**src/rtl/cmpp_consts.vh**
```
// Purpose: constants for the cell and mii port pin block
// Assumes: included by bare name
// Notes:   mode codes select the function of the four port lines
`ifndef CMPP_CONSTS_VH
`define CMPP_CONSTS_VH

`define CMPP_MODE_W        3
`define CMPP_MODE_GPIO     3'h0
`define CMPP_MODE_UT_MST   3'h1
`define CMPP_MODE_UT_SLV   3'h2
`define CMPP_MODE_UT_MPHY  3'h3
`define CMPP_MODE_MII      3'h4
`define CMPP_MODE_HDLC     3'h5

`define CMPP_PHY_NUM       4
`define CMPP_PHY_SEL_W     2

`define CMPP_ST_IDLE       2'h0
`define CMPP_ST_REQ        2'h1
`define CMPP_ST_GRANT      2'h2

`endif

```
**src/rtl/cmpp_port_pins.v**
```verilog
// Purpose: mux of port a lines 28..31 for the first fast serial channel
// Assumes: mode static while traffic runs; all inputs synchronous
// Notes:   oe_n low means the module drives the line
`timescale 1ns/1ps
`include "cmpp_consts.vh"

// Operation
// - master transmit enable only with valid data
// - slave cell available when cell fits
// - rts low requests; cts low accepts
// - start of cell with first byte
// - mii transmit error on request
// - master receive enable means sample next
// - slave presents data after receive enable
// - mii transmit enable held while sending
// - direct polling supports four phy devices
module cmpp_port_pins #(
  parameter PHY_NUM = `CMPP_PHY_NUM
) (
  input  wire                    clk_sys,      // system clock
  input  wire                    reset,        // async reset, active high
  input  wire [`CMPP_MODE_W-1:0] mode,         // protocol and role
  // engine side
  input  wire                    tx_valid,     // engine has a tx byte
  input  wire                    tx_first,     // byte is first of cell
  input  wire                    tx_error,     // engine flags tx error
  input  wire                    slv_can_take, // slave can take a cell
  input  wire                    rx_want,      // engine wants rx byte
  input  wire                    hdlc_tx_req,  // hdlc wants to send
  input  wire                    hdlc_cts_n,   // cts from far end
  input  wire [PHY_NUM-1:0]      phy_clav_hi,  // extra polled clav lines
  input  wire [`CMPP_PHY_SEL_W-1:0] phy_sel,   // polled phy index
  output reg                     tx_take_r,    // byte taken this cycle
  output reg                     peer_clav_r,  // far end can take cell
  output reg  [PHY_NUM-1:0]      phy_clav_r,   // clav per polled phy
  output reg                     rx_sample_r,  // rx data valid to sample
  output reg                     slv_tx_en_r,  // master drives tx valid
  output reg                     slv_rx_en_r,  // master asked for rx
  output reg                     mii_col_r,    // collision seen
  output reg                     mii_crs_r,    // carrier seen
  output reg                     hdlc_grant_r, // rts accepted
  // port a lines
  input  wire                    port_a_line_thirty_one_i,       // line thirty one in
  input  wire                    port_a_line_thirty_i,       // line thirty in
  input  wire                    port_a_line_twenty_nine_i,       // line twenty nine in
  input  wire                    port_a_line_twenty_eight_i,       // line twenty eight in
  output reg                     port_a_line_thirty_one_o_r,     // line thirty one out
  output reg                     port_a_line_thirty_o_r,     // line thirty out
  output reg                     port_a_line_twenty_nine_o_r,     // line twenty nine out
  output reg                     port_a_line_twenty_eight_o_r,     // line twenty eight out
  output reg                     port_a_line_thirty_one_oe_n_r,  // drive thirty one, low
  output reg                     port_a_line_thirty_oe_n_r,  // drive thirty, low
  output reg                     port_a_line_twenty_nine_oe_n_r,  // drive twenty nine, low
  output reg                     port_a_line_twenty_eight_oe_n_r   // drive twenty eight, low
);

  wire is_mst  = (mode == `CMPP_MODE_UT_MST) || (mode == `CMPP_MODE_UT_MPHY);
  wire is_slv  = (mode == `CMPP_MODE_UT_SLV);
  wire is_mii  = (mode == `CMPP_MODE_MII);
  wire is_hdlc = (mode == `CMPP_MODE_HDLC);
  wire is_mphy = (mode == `CMPP_MODE_UT_MPHY);

  wire rts_n;
  wire grant;

  // ----------------------------------------------------------------
  // hdlc handshake
  // ----------------------------------------------------------------
  cmpp_rts_ctl u_rts (
    .clk_sys    (clk_sys),
    .reset      (reset),
    .enable     (is_hdlc),
    .tx_request (hdlc_tx_req),
    .cts_n      (hdlc_cts_n),
    .rts_n_r    (rts_n),
    .granted_r  (grant)
  );

  // ----------------------------------------------------------------
  // pin functions
  // ----------------------------------------------------------------
  reg             rx_en_d_r;
  wire [PHY_NUM-1:0] clav_all = {phy_clav_hi[PHY_NUM-1:1], port_a_line_thirty_i};
  wire            sel_clav = is_mphy ? clav_all[phy_sel] : port_a_line_thirty_i;
  wire            tx_go    = tx_valid && sel_clav;

  always @(posedge clk_sys or posedge reset) begin
    if (reset) begin
      port_a_line_thirty_one_o_r <= 1'b0;   port_a_line_thirty_one_oe_n_r <= 1'b1;
      port_a_line_thirty_o_r <= 1'b0;   port_a_line_thirty_oe_n_r <= 1'b1;
      port_a_line_twenty_nine_o_r <= 1'b0;   port_a_line_twenty_nine_oe_n_r <= 1'b1;
      port_a_line_twenty_eight_o_r <= 1'b0;   port_a_line_twenty_eight_oe_n_r <= 1'b1;
      tx_take_r <= 1'b0;  peer_clav_r <= 1'b0;
      phy_clav_r <= {PHY_NUM{1'b0}};
      rx_sample_r <= 1'b0; rx_en_d_r <= 1'b0;
      slv_tx_en_r <= 1'b0; slv_rx_en_r <= 1'b0;
      mii_col_r <= 1'b0;  mii_crs_r <= 1'b0;
      hdlc_grant_r <= 1'b0;
    end else begin
      // direction per mode; idle lines left undriven
      port_a_line_thirty_one_oe_n_r <= !(is_mst);
      port_a_line_thirty_oe_n_r <= !(is_slv || is_hdlc);
      port_a_line_twenty_nine_oe_n_r <= !(is_mst || is_mii);
      port_a_line_twenty_eight_oe_n_r <= !(is_mst || is_mii);
      port_a_line_thirty_one_o_r <= is_mst && tx_go;
      port_a_line_twenty_nine_o_r <= (is_mst && tx_go && tx_first) ||
                  (is_mii && tx_error);
      port_a_line_twenty_eight_o_r <= (is_mst && rx_want) ||
                  (is_mii && tx_valid);
      port_a_line_thirty_o_r <= is_hdlc ? rts_n :
                  (is_slv && slv_can_take);
      tx_take_r   <= (is_mst && tx_go) || (is_mii && tx_valid);
      peer_clav_r <= is_mst && sel_clav;
      phy_clav_r  <= is_mphy ? clav_all : {PHY_NUM{1'b0}};
      rx_en_d_r   <= (is_mst && rx_want) || (is_slv && port_a_line_twenty_eight_i);
      rx_sample_r <= rx_en_d_r;
      slv_tx_en_r <= is_slv && port_a_line_thirty_one_i;
      slv_rx_en_r <= is_slv && port_a_line_twenty_eight_i;
      mii_col_r   <= is_mii && port_a_line_thirty_one_i;
      mii_crs_r   <= is_mii && port_a_line_thirty_i;
      hdlc_grant_r <= grant;
    end
  end

endmodule

```
**src/rtl/cmpp_rts_ctl.v**
```verilog
// Purpose: modem handshake for the hdlc mode on port a line thirty
// Assumes: cts sampled synchronously, active low
// Notes:   request is independent of data timing
`timescale 1ns/1ps
`include "cmpp_consts.vh"

module cmpp_rts_ctl (
  input  wire       clk_sys,    // system clock
  input  wire       reset,      // async reset, active high
  input  wire       enable,     // hdlc mode selected
  input  wire       tx_request, // transmitter wants to send
  input  wire       cts_n,      // clear to send from far end
  output reg        rts_n_r,    // request to send, active low
  output reg        granted_r   // request accepted
);

  reg [1:0] state_r;
  reg [1:0] state_nxt;

  always @* begin
    state_nxt = state_r;
    case (state_r)
      `CMPP_ST_IDLE:  if (enable && tx_request) state_nxt = `CMPP_ST_REQ;
      `CMPP_ST_REQ: begin
        if (!enable || !tx_request) state_nxt = `CMPP_ST_IDLE;
        else if (!cts_n) state_nxt = `CMPP_ST_GRANT;
      end
      `CMPP_ST_GRANT: if (!enable || !tx_request) state_nxt = `CMPP_ST_IDLE;
      default: state_nxt = `CMPP_ST_IDLE;
    endcase
  end

  always @(posedge clk_sys or posedge reset) begin
    if (reset) begin
      state_r   <= `CMPP_ST_IDLE;
      rts_n_r   <= 1'b1;
      granted_r <= 1'b0;
    end else begin
      state_r   <= state_nxt;
      rts_n_r   <= (state_nxt == `CMPP_ST_IDLE);
      granted_r <= (state_nxt == `CMPP_ST_GRANT) && !cts_n;
    end
  end

endmodule

```
**config.mk**
```make
export PLATFORM = sky130hd
export DESIGN_NAME = cmpp_port_pins
export DESIGN_NICKNAME = d
export VERILOG_FILES = /design/src/rtl/cmpp_port_pins.v /design/src/rtl/cmpp_rts_ctl.v
export VERILOG_INCLUDE_DIRS = /design/src /design/src/rtl
export SDC_FILE = /design/constraint.sdc
export NUM_CORES = 1
export LEC_CHECK = 0
export BUFFER_PORTS_ARGS = -buffer_cell sky130_fd_sc_hd__buf_2
export CELL_PAD_IN_SITES_DETAIL_PLACEMENT = 1
export CELL_PAD_IN_SITES_GLOBAL_PLACEMENT = 1
export CORE_MARGIN = 5
export CORE_UTILIZATION = 38
export DETAILED_ROUTE_END_ITERATION = 12
export PLACE_DENSITY_LB_ADDON = 0.1
export SETUP_SLACK_MARGIN = 0.3
export SLEW_MARGIN = 20
export SYNTH_ARGS = -nofsm -noshare
export SYNTH_HDL_FRONTEND = slang
export SYNTH_SLANG_ARGS = --single-unit
```
**constraint.sdc**
```tcl
create_clock -name clk_sys -period 2.6 [get_ports clk_sys]
set_input_delay 0 -clock clk_sys [delete_from_list [all_inputs] [get_ports clk_sys]]
set_output_delay 0 -clock clk_sys [all_outputs]
set_load 0.01 [all_outputs]
```
==> impl_metrics.tcl, run 1 <==
set metrics [dict create \
    slowest_delay_ns 0.58 \
    rows 18 \
    synth_area_leaders "dfrtp_1 (51%), dfstp_2 (11%), a21oi_2 (2.7%)" \
    wl_per_cell_um 15.2 \
    clockBufferDepth 2 \
    cp-end-kind "flop" \
    grtUsageTotal_pct 15.3 \
    routed_wl_mm 2.39 \
    slew_headroom_pct 38.8 \
    area_growth_pct 40.5 \
    synth.top_cell.area_share_pct 50.8 \
    cts_tree "yes" \
    crit_slowest_cell "dlygate4sd3_1" \
    root_buffer "clkbuf_4" \
    nFillCells 283 \
    synth_fp_nets 93 \
    via_per_inst 4.80 \
    cts_setup_buffers 0 \
    vdd_ir_drop_max_mv 0.279 \
    worst-path-max-fanout 5 \
    vias 753 \
    yosysTopAreaCell "dfrtp_1" \
    hold_viol 0 \
    maxCapViolations 0 \
    drive_gt1_share_pct 48.8 \
    worstMarginPinSlew_ns 0.917 \
    diodes 0 \
    core_mm2 0.00248 \
    netlist_area_um2 985 \
    fin_crit_ns 1.71 \
    hold_ws_ns 0.00970 \
    yosysWarnings 0 \
    hold_path_class "in2reg" \
    synthDistinctLibCells 31 \
    drv_slew 0 \
    cts.sinks 24 \
    fin_crit_sh_pct 65.8 \
    routabilityCongestion 0.667 \
    power_density_mw_per_mm2 501 \
    synth-seq-area-share_pct 61.5 \
    finalClockSkew_ns 0.00544 \
    drtPass1Iterations 4 \
    post-dp-hpwl_mm 1.67 \
    clk_pin_slew_ns 0.13 \
    critPathKind "in2reg" \
    synth_seq_cells 24 \
    path_delay_family "buffers and inverters" \
    cp_num_buf_inv 4 \
    dieWidth_um 60.9 \
    cts_buffers 3 \
    max_freq_ghz 0.584 \
    grt-ovfl-total 0 \
    insertion_delay_ns 0.32 \
    start_util_pct 39.7 \
    grt_max_degree 25 \
    first_iter_violations 11 \
    status "finished clean" \
    htreeDepth 1 \
    setup_violations 0 \
    die_h_um 60.9 \
    portBuffers 39 \
    p_leak_nw 0.716 \
    path_cells "dlygate4sd3_1 -> buf_2 -> nand3_2 -> dlygate4sd3_1 -> o21ai_2 -> dlygate4sd3_1" \
    avgSynthCellArea_um2 13.9 \
    die_area_mm2 0.00371 \
    fin_nets 150 \
    antenna_found_initial 0 \
    multi_input_area_um2 342 \
    drc 0 \
    netlist_instances 71 \
    seqCellArea_um2 606 \
    rsz0062_at_grt "no" \
    cp.required_ns 2.87 \
    postRouteAntennaNets 0 \
    fin_tns_setup_ns 0 \
    cp_common_cell "dlygate4sd3_1" \
    worstPathArrival_ns 1.98 \
    grt_pass1_vias 830 \
    start_kind "input port" \
    grt_pass1_wl_mm 3.95 \
    power_w 0.000694 \
    pin_count 42 \
]
[cell type report]
cell class | count | area share, %
Multi-Input combinational cell | 42 | 24.7
Inverter | 2 | 0.542
Tap cell | 30 | 2.71
Clock buffer | 4 | 2.62
Timing Repair Buffer | 55 | 25.7
Sequential cell | 24 | 43.8
[registers in the layout (all words and copies together) (netlist names)]
| signal | count |
|---|---|
| u_rts.rts_n_r | 1 |
| slv_tx_en_r | 1 |
| port_a_line_thirty_oe_n_r | 1 |
| mii_col_r | 1 |
| port_a_line_twenty_nine_o_r | 1 |
| port_a_line_twenty_eight_oe_n_r | 1 |
| tx_take_r | 1 |
| port_a_line_thirty_one_o_r | 1 |
| rx_sample_r | 1 |
| mii_crs_r | 1 |
| u_rts.state_r | 2 |
| rx_en_d_r | 1 |
| port_a_line_twenty_eight_o_r | 1 |
| slv_rx_en_r | 1 |
| port_a_line_thirty_one_oe_n_r | 1 |
| phy_clav_r | 4 |
| port_a_line_thirty_o_r | 1 |
| hdlc_grant_r | 1 |
| peer_clav_r | 1 |
| u_rts.granted_r | 1 |
[worst reg2reg max path: stages (launching register included)]
cell           delay (ns)
dfrtp_1              0.46
xnor2_1              0.20
nor3_2               0.06
dlygate4sd3_1        0.55
[cell families after synthesis]
| kind of cell | count (synthesis) | share of synthesized area [%] |
|---|---|---|
| simple gates | 26 | 20.6 |
| compound gates | 14 | 11.7 |
| flops | 24 | 61.5 |
| buf+inv | 5 | 3.81 |
| xor+xnor | 1 | 0.890 |
| mux | 1 | 1.52 |
[metrics by stage]
stage	instance area [µm²]	setup slack [ns]	util (%)	cells
after floorplan	985	1.79	-	71
after global placement	1190	1.70	47.9	137
after detailed placement	1190	1.67	47.9	137
after CTS	1380	0.920	55.9	157
after global routing	1380	0.869	55.9	157
final	1380	0.888	55.9	157
[path summary, 6_finish.rpt]
kind / start / to / slack [ns] / cells after the start
min: mode[2] / port_a_line_thirty_oe_n_r / 0.01 / 3
max reg2reg: u_rts.state_r[1] / u_rts.granted_r / 1.23 / 3
max: tx_valid / port_a_line_twenty_nine_o_r / 0.89 / 6
min reg2reg: u_rts.granted_r / hdlc_grant_r / 0.37 / 0
max in group asynchronous: reset / u_rts.state_r[0] / 1.63 / 3
min in group asynchronous: reset / rx_sample_r / 0.41 / 3
[metal layers]
| metal | part of all wire (%) | GRT usage (%) | routed length (µm) |
|---|---|---|---|
| met5 | 0 | 0 | 0 |
| met4 | 2.3 | 8.36 | 54 |
| met3 | 6.2 | 2.98 | 147 |
| met2 | 54 | 26.7 | 1290 |
| met1 | 38 | 17.3 | 897 |
[power by group]
part | switching, W | leakage, nW | internal, W
Clock | 0.000114 | 0.0210 | 0.0000856
Sequential | 0.00000375 | 0.315 | 0.000389
Combinational | 0.0000516 | 0.381 | 0.0000497
Total | 0.000170 | 0.716 | 0.000524
[placed cells by master, fill, tap and decap left out, drive strengths merged]
master / Yosys / final
a21o: 2 / 2
a21oi: 5 / 5
a22o: 2 / 2
a31oi: 2 / 2
and2: 4 / 4
and2b: 1 / 1
and3: 4 / 4
and3b: 1 / 1
and4b: 2 / 2
and4bb: 1 / 1
buf: 3 / 39
clkbuf: 0 / 4
dfrtp: 20 / 20
dfstp: 4 / 4
dlygate4sd3: 0 / 16
inv: 2 / 2
mux2: 1 / 1
nand2: 3 / 3
nand2b: 2 / 2
nand3: 1 / 1
nor2: 2 / 2
nor2b: 1 / 1
nor3: 2 / 2
nor3b: 2 / 2
o21ai: 3 / 3
xnor2: 1 / 1
[synth_stat cells]
master    number
a21oi_1        2
and2_1         4
nor2b_1        1
and3b_1        1
and4b_1        2
a21oi_2        3
inv_1          1
dfrtp_1       20
nand3_2        1
mux2_4         1
and4bb_2       1
buf_6          2
nand2_1        2
a21o_1         2
nor3b_2        1
o21ai_2        1
o21ai_0        2
nor3_2         2
nor2_1         2
nor3b_4        1
and3_1         4
inv_2          1
a31oi_4        1
and2b_4        1
buf_4          1
xnor2_1        1
a31oi_1        1
dfstp_2        4
nand2_2        1
nand2b_1       2
a22o_1         2
[timing repair]
| action | 4_1_cts | 5_1_grt |
|---|---|---|
| endpoints found under the hold margin | 39 | 0 |
| hold buffers | 16 | 0 |
| resized for setup | 0 | 0 |
(Power assumes the default switching activity.)
==> inputs of run 2 (changes only) <==
--- a/config.mk
+++ b/config.mk
@@ -10,7 +10,7 @@
 export CELL_PAD_IN_SITES_DETAIL_PLACEMENT = 1
 export CELL_PAD_IN_SITES_GLOBAL_PLACEMENT = 1
 export CORE_MARGIN = 5
-export CORE_UTILIZATION = 38
+export CORE_UTILIZATION = 32
 export DETAILED_ROUTE_END_ITERATION = 12
 export PLACE_DENSITY_LB_ADDON = 0.1
 export SETUP_SLACK_MARGIN = 0.3
==> constraint.sdc (replaced) <==
create_clock -name clk_sys -period 1.5 [get_ports clk_sys]
set_input_delay 0 -clock clk_sys [delete_from_list [all_inputs] [get_ports clk_sys]]
set_output_delay 0 -clock clk_sys [all_outputs]
set_load 0.01 [all_outputs]
==> run 2 against run 1 <==
- cell area rose by 1.3%
- non-clock buffer count is the same
- die area grew 16%
- wire length fell by 7.2%
==> impl_metrics.tcl, run 2 (synthesis gave the netlist of run 1 again) <==
set metrics [dict create \
    grt_pass1_vias 809 \
    reg2reg_to "u_rts.state_r[1]" \
    dieWidth_um 65.5 \
    status "finished clean" \
    drv_slew 0 \
    cts_tree "yes" \
    seqCellArea_um2 606 \
    grtUsageTotal_pct 11.7 \
    hold_viol 0 \
    antenna_found_initial 0 \
    largest_register "phy_clav_r" \
    vias 726 \
    grt-busiest-layer "met2" \
    fin_crit_ns 1.14 \
    use_met3_pct 4.44 \
    fin_crit_sh_pct 76.2 \
    max_freq_ghz 0.875 \
    hold_end "port_a_line_twenty_eight_oe_n_r" \
    final_area_mm2 0.00140 \
    routabilityCongestion 0.633 \
    grt_max_degree 25 \
    via_per_inst 4.54 \
    root_buffer "clkbuf_4" \
    rows 20 \
    dp.cells 141 \
    clockBufferDepth 2 \
    largest_reg_flops 4 \
    path_cells "dlygate4sd3_1 -> buf_2 -> a21o_1 -> dlygate4sd3_1" \
    routed_wl_mm 2.21 \
    insertion_delay_ns 0.31 \
    mostFrequentLayoutCell "buf_2" \
    instances_no_fill 160 \
    drive_gt1_share_pct 49.6 \
    area_growth_pct 42.3 \
    cp_common_cell "dlygate4sd3_1" \
    htreeDepth 1 \
    worstPathArrival_ns 1.35 \
    cts_hold_buffers 15 \
    cts_setup_buffers 0 \
    die_h_um 65.5 \
    core_mm2 0.00300 \
    first_iter_violations 7 \
    timing.rr.start "u_rts.state_r[0]" \
    diodes 0 \
    grt_pass1_wl_mm 3.82 \
    holdPathStages 3 \
    cp-end-kind "flop" \
    postRouteAntennaNets 0 \
    cts.sinks 24 \
    rsz0062_at_grt "no" \
    reg.largest.list "phy_clav_r (4), u_rts.state_r (2)" \
    worst-path-max-fanout 2 \
    slowest_delay_ns 0.55 \
    nFillCells 330 \
    grt-ovfl-total 0 \
    setup_violations 0 \
    crit_slowest_cell "dlygate4sd3_1" \
    start_kind "input port" \
    power_density_mw_per_mm2 944 \
    cts_buffers 3 \
    wl_per_cell_um 13.8 \
    final_core_util_pct 46.7 \
    start_util_pct 32.8 \
    fin_tns_setup_ns 0 \
    dpl_cell_area_mm2 0.00120 \
    p_leak_nw 0.728 \
    critPathKind "in2reg" \
    drc 0 \
    gr-usage-met1_pct 14.7 \
    pin_count 42 \
    hold_path.startpoint "mode[0]" \
    hold_path_class "in2reg" \
    drtPass1Iterations 2 \
    post-dp-hpwl_mm 1.58 \
    portBuffers 39 \
    vdd_ir_drop_max_mv 0.418 \
    reg2reg_slack_ns 0.55 \
    worstMarginPinSlew_ns 0.384 \
    most-common-layout-cells "buf_2 (39), dfrtp_1 (20), dlygate4sd3_1 (15)" \
    fin_nets 150 \
    maxCapViolations 0 \
    post_cts_resized 0 \
    finalClockSkew_ns 0.000875 \
    clk_pin_slew_ns 0.13 \
    met2_usage_pct 19.0 \
    reg2regPathDepth 3 \
    slew_headroom_pct 74.1 \
    multi_input_area_um2 342 \
    cp.required_ns 1.71 \
    die_area_mm2 0.00429 \
]
==> run 2: layout make-up <==
cell class / instances / share of cell area [%]
flip-flops and latches: 24 / 43.2
repair buffers: 55 / 25.2
multi-input cells: 42 / 24.4
well taps: 33 / 2.95
clock inverters: 1 / 2.14
clock buffers: 3 / 1.61
inverters: 2 / 0.536
==> run 2: stage by stage <==
step	setup WS (ns)	total power [W]	hold WS, ns
after CTS	0.382	0.00134	0.0353
after floorplan	0.688	0.000777	0.0117
final	0.357	0.00132	0.0460
after global routing	0.344	0.00139	0.0346
after detailed placement	0.565	0.000842	0.0598
after global placement	0.582	0.000839	0.0537
==> run 2: power breakdown <==
| group | internal (W) | switching, W |
|---|---|---|
| combinational | 0.0000880 | 0.0000886 |
| clock | 0.000270 | 0.000197 |
| sequential | 0.000674 | 0.00000578 |
==> run 2: how the worst max path moves through the flow <==
stage | slack, ns | end | start | cells past startpoint
finish | 0.36 | rx_en_d_r | rx_want | 4
detailed placement | 0.57 | port_a_line_twenty_nine_o_r | phy_sel[0] | 4
floorplan | 0.69 | u_rts.state_r[1] | u_rts.state_r[0] | 3
CTS | 0.38 | rx_en_d_r | rx_want | 4
global placement | 0.58 | port_a_line_twenty_nine_o_r | phy_sel[0] | 4
global route | 0.34 | rx_en_d_r | rx_want | 4
==> run 2: worst max-delay path, delay by kind of cell <==
family / cells / cell delay (ns)
buf+inv: 3 / 1.21
compound gates: 1 / 0.15
==> run 2: layer usage <==
layer	part of all wire, %	wire length [µm]
met3	8.9	198
met1	44	971
met2	47	1030
met4	0.50	11
met5	0	0
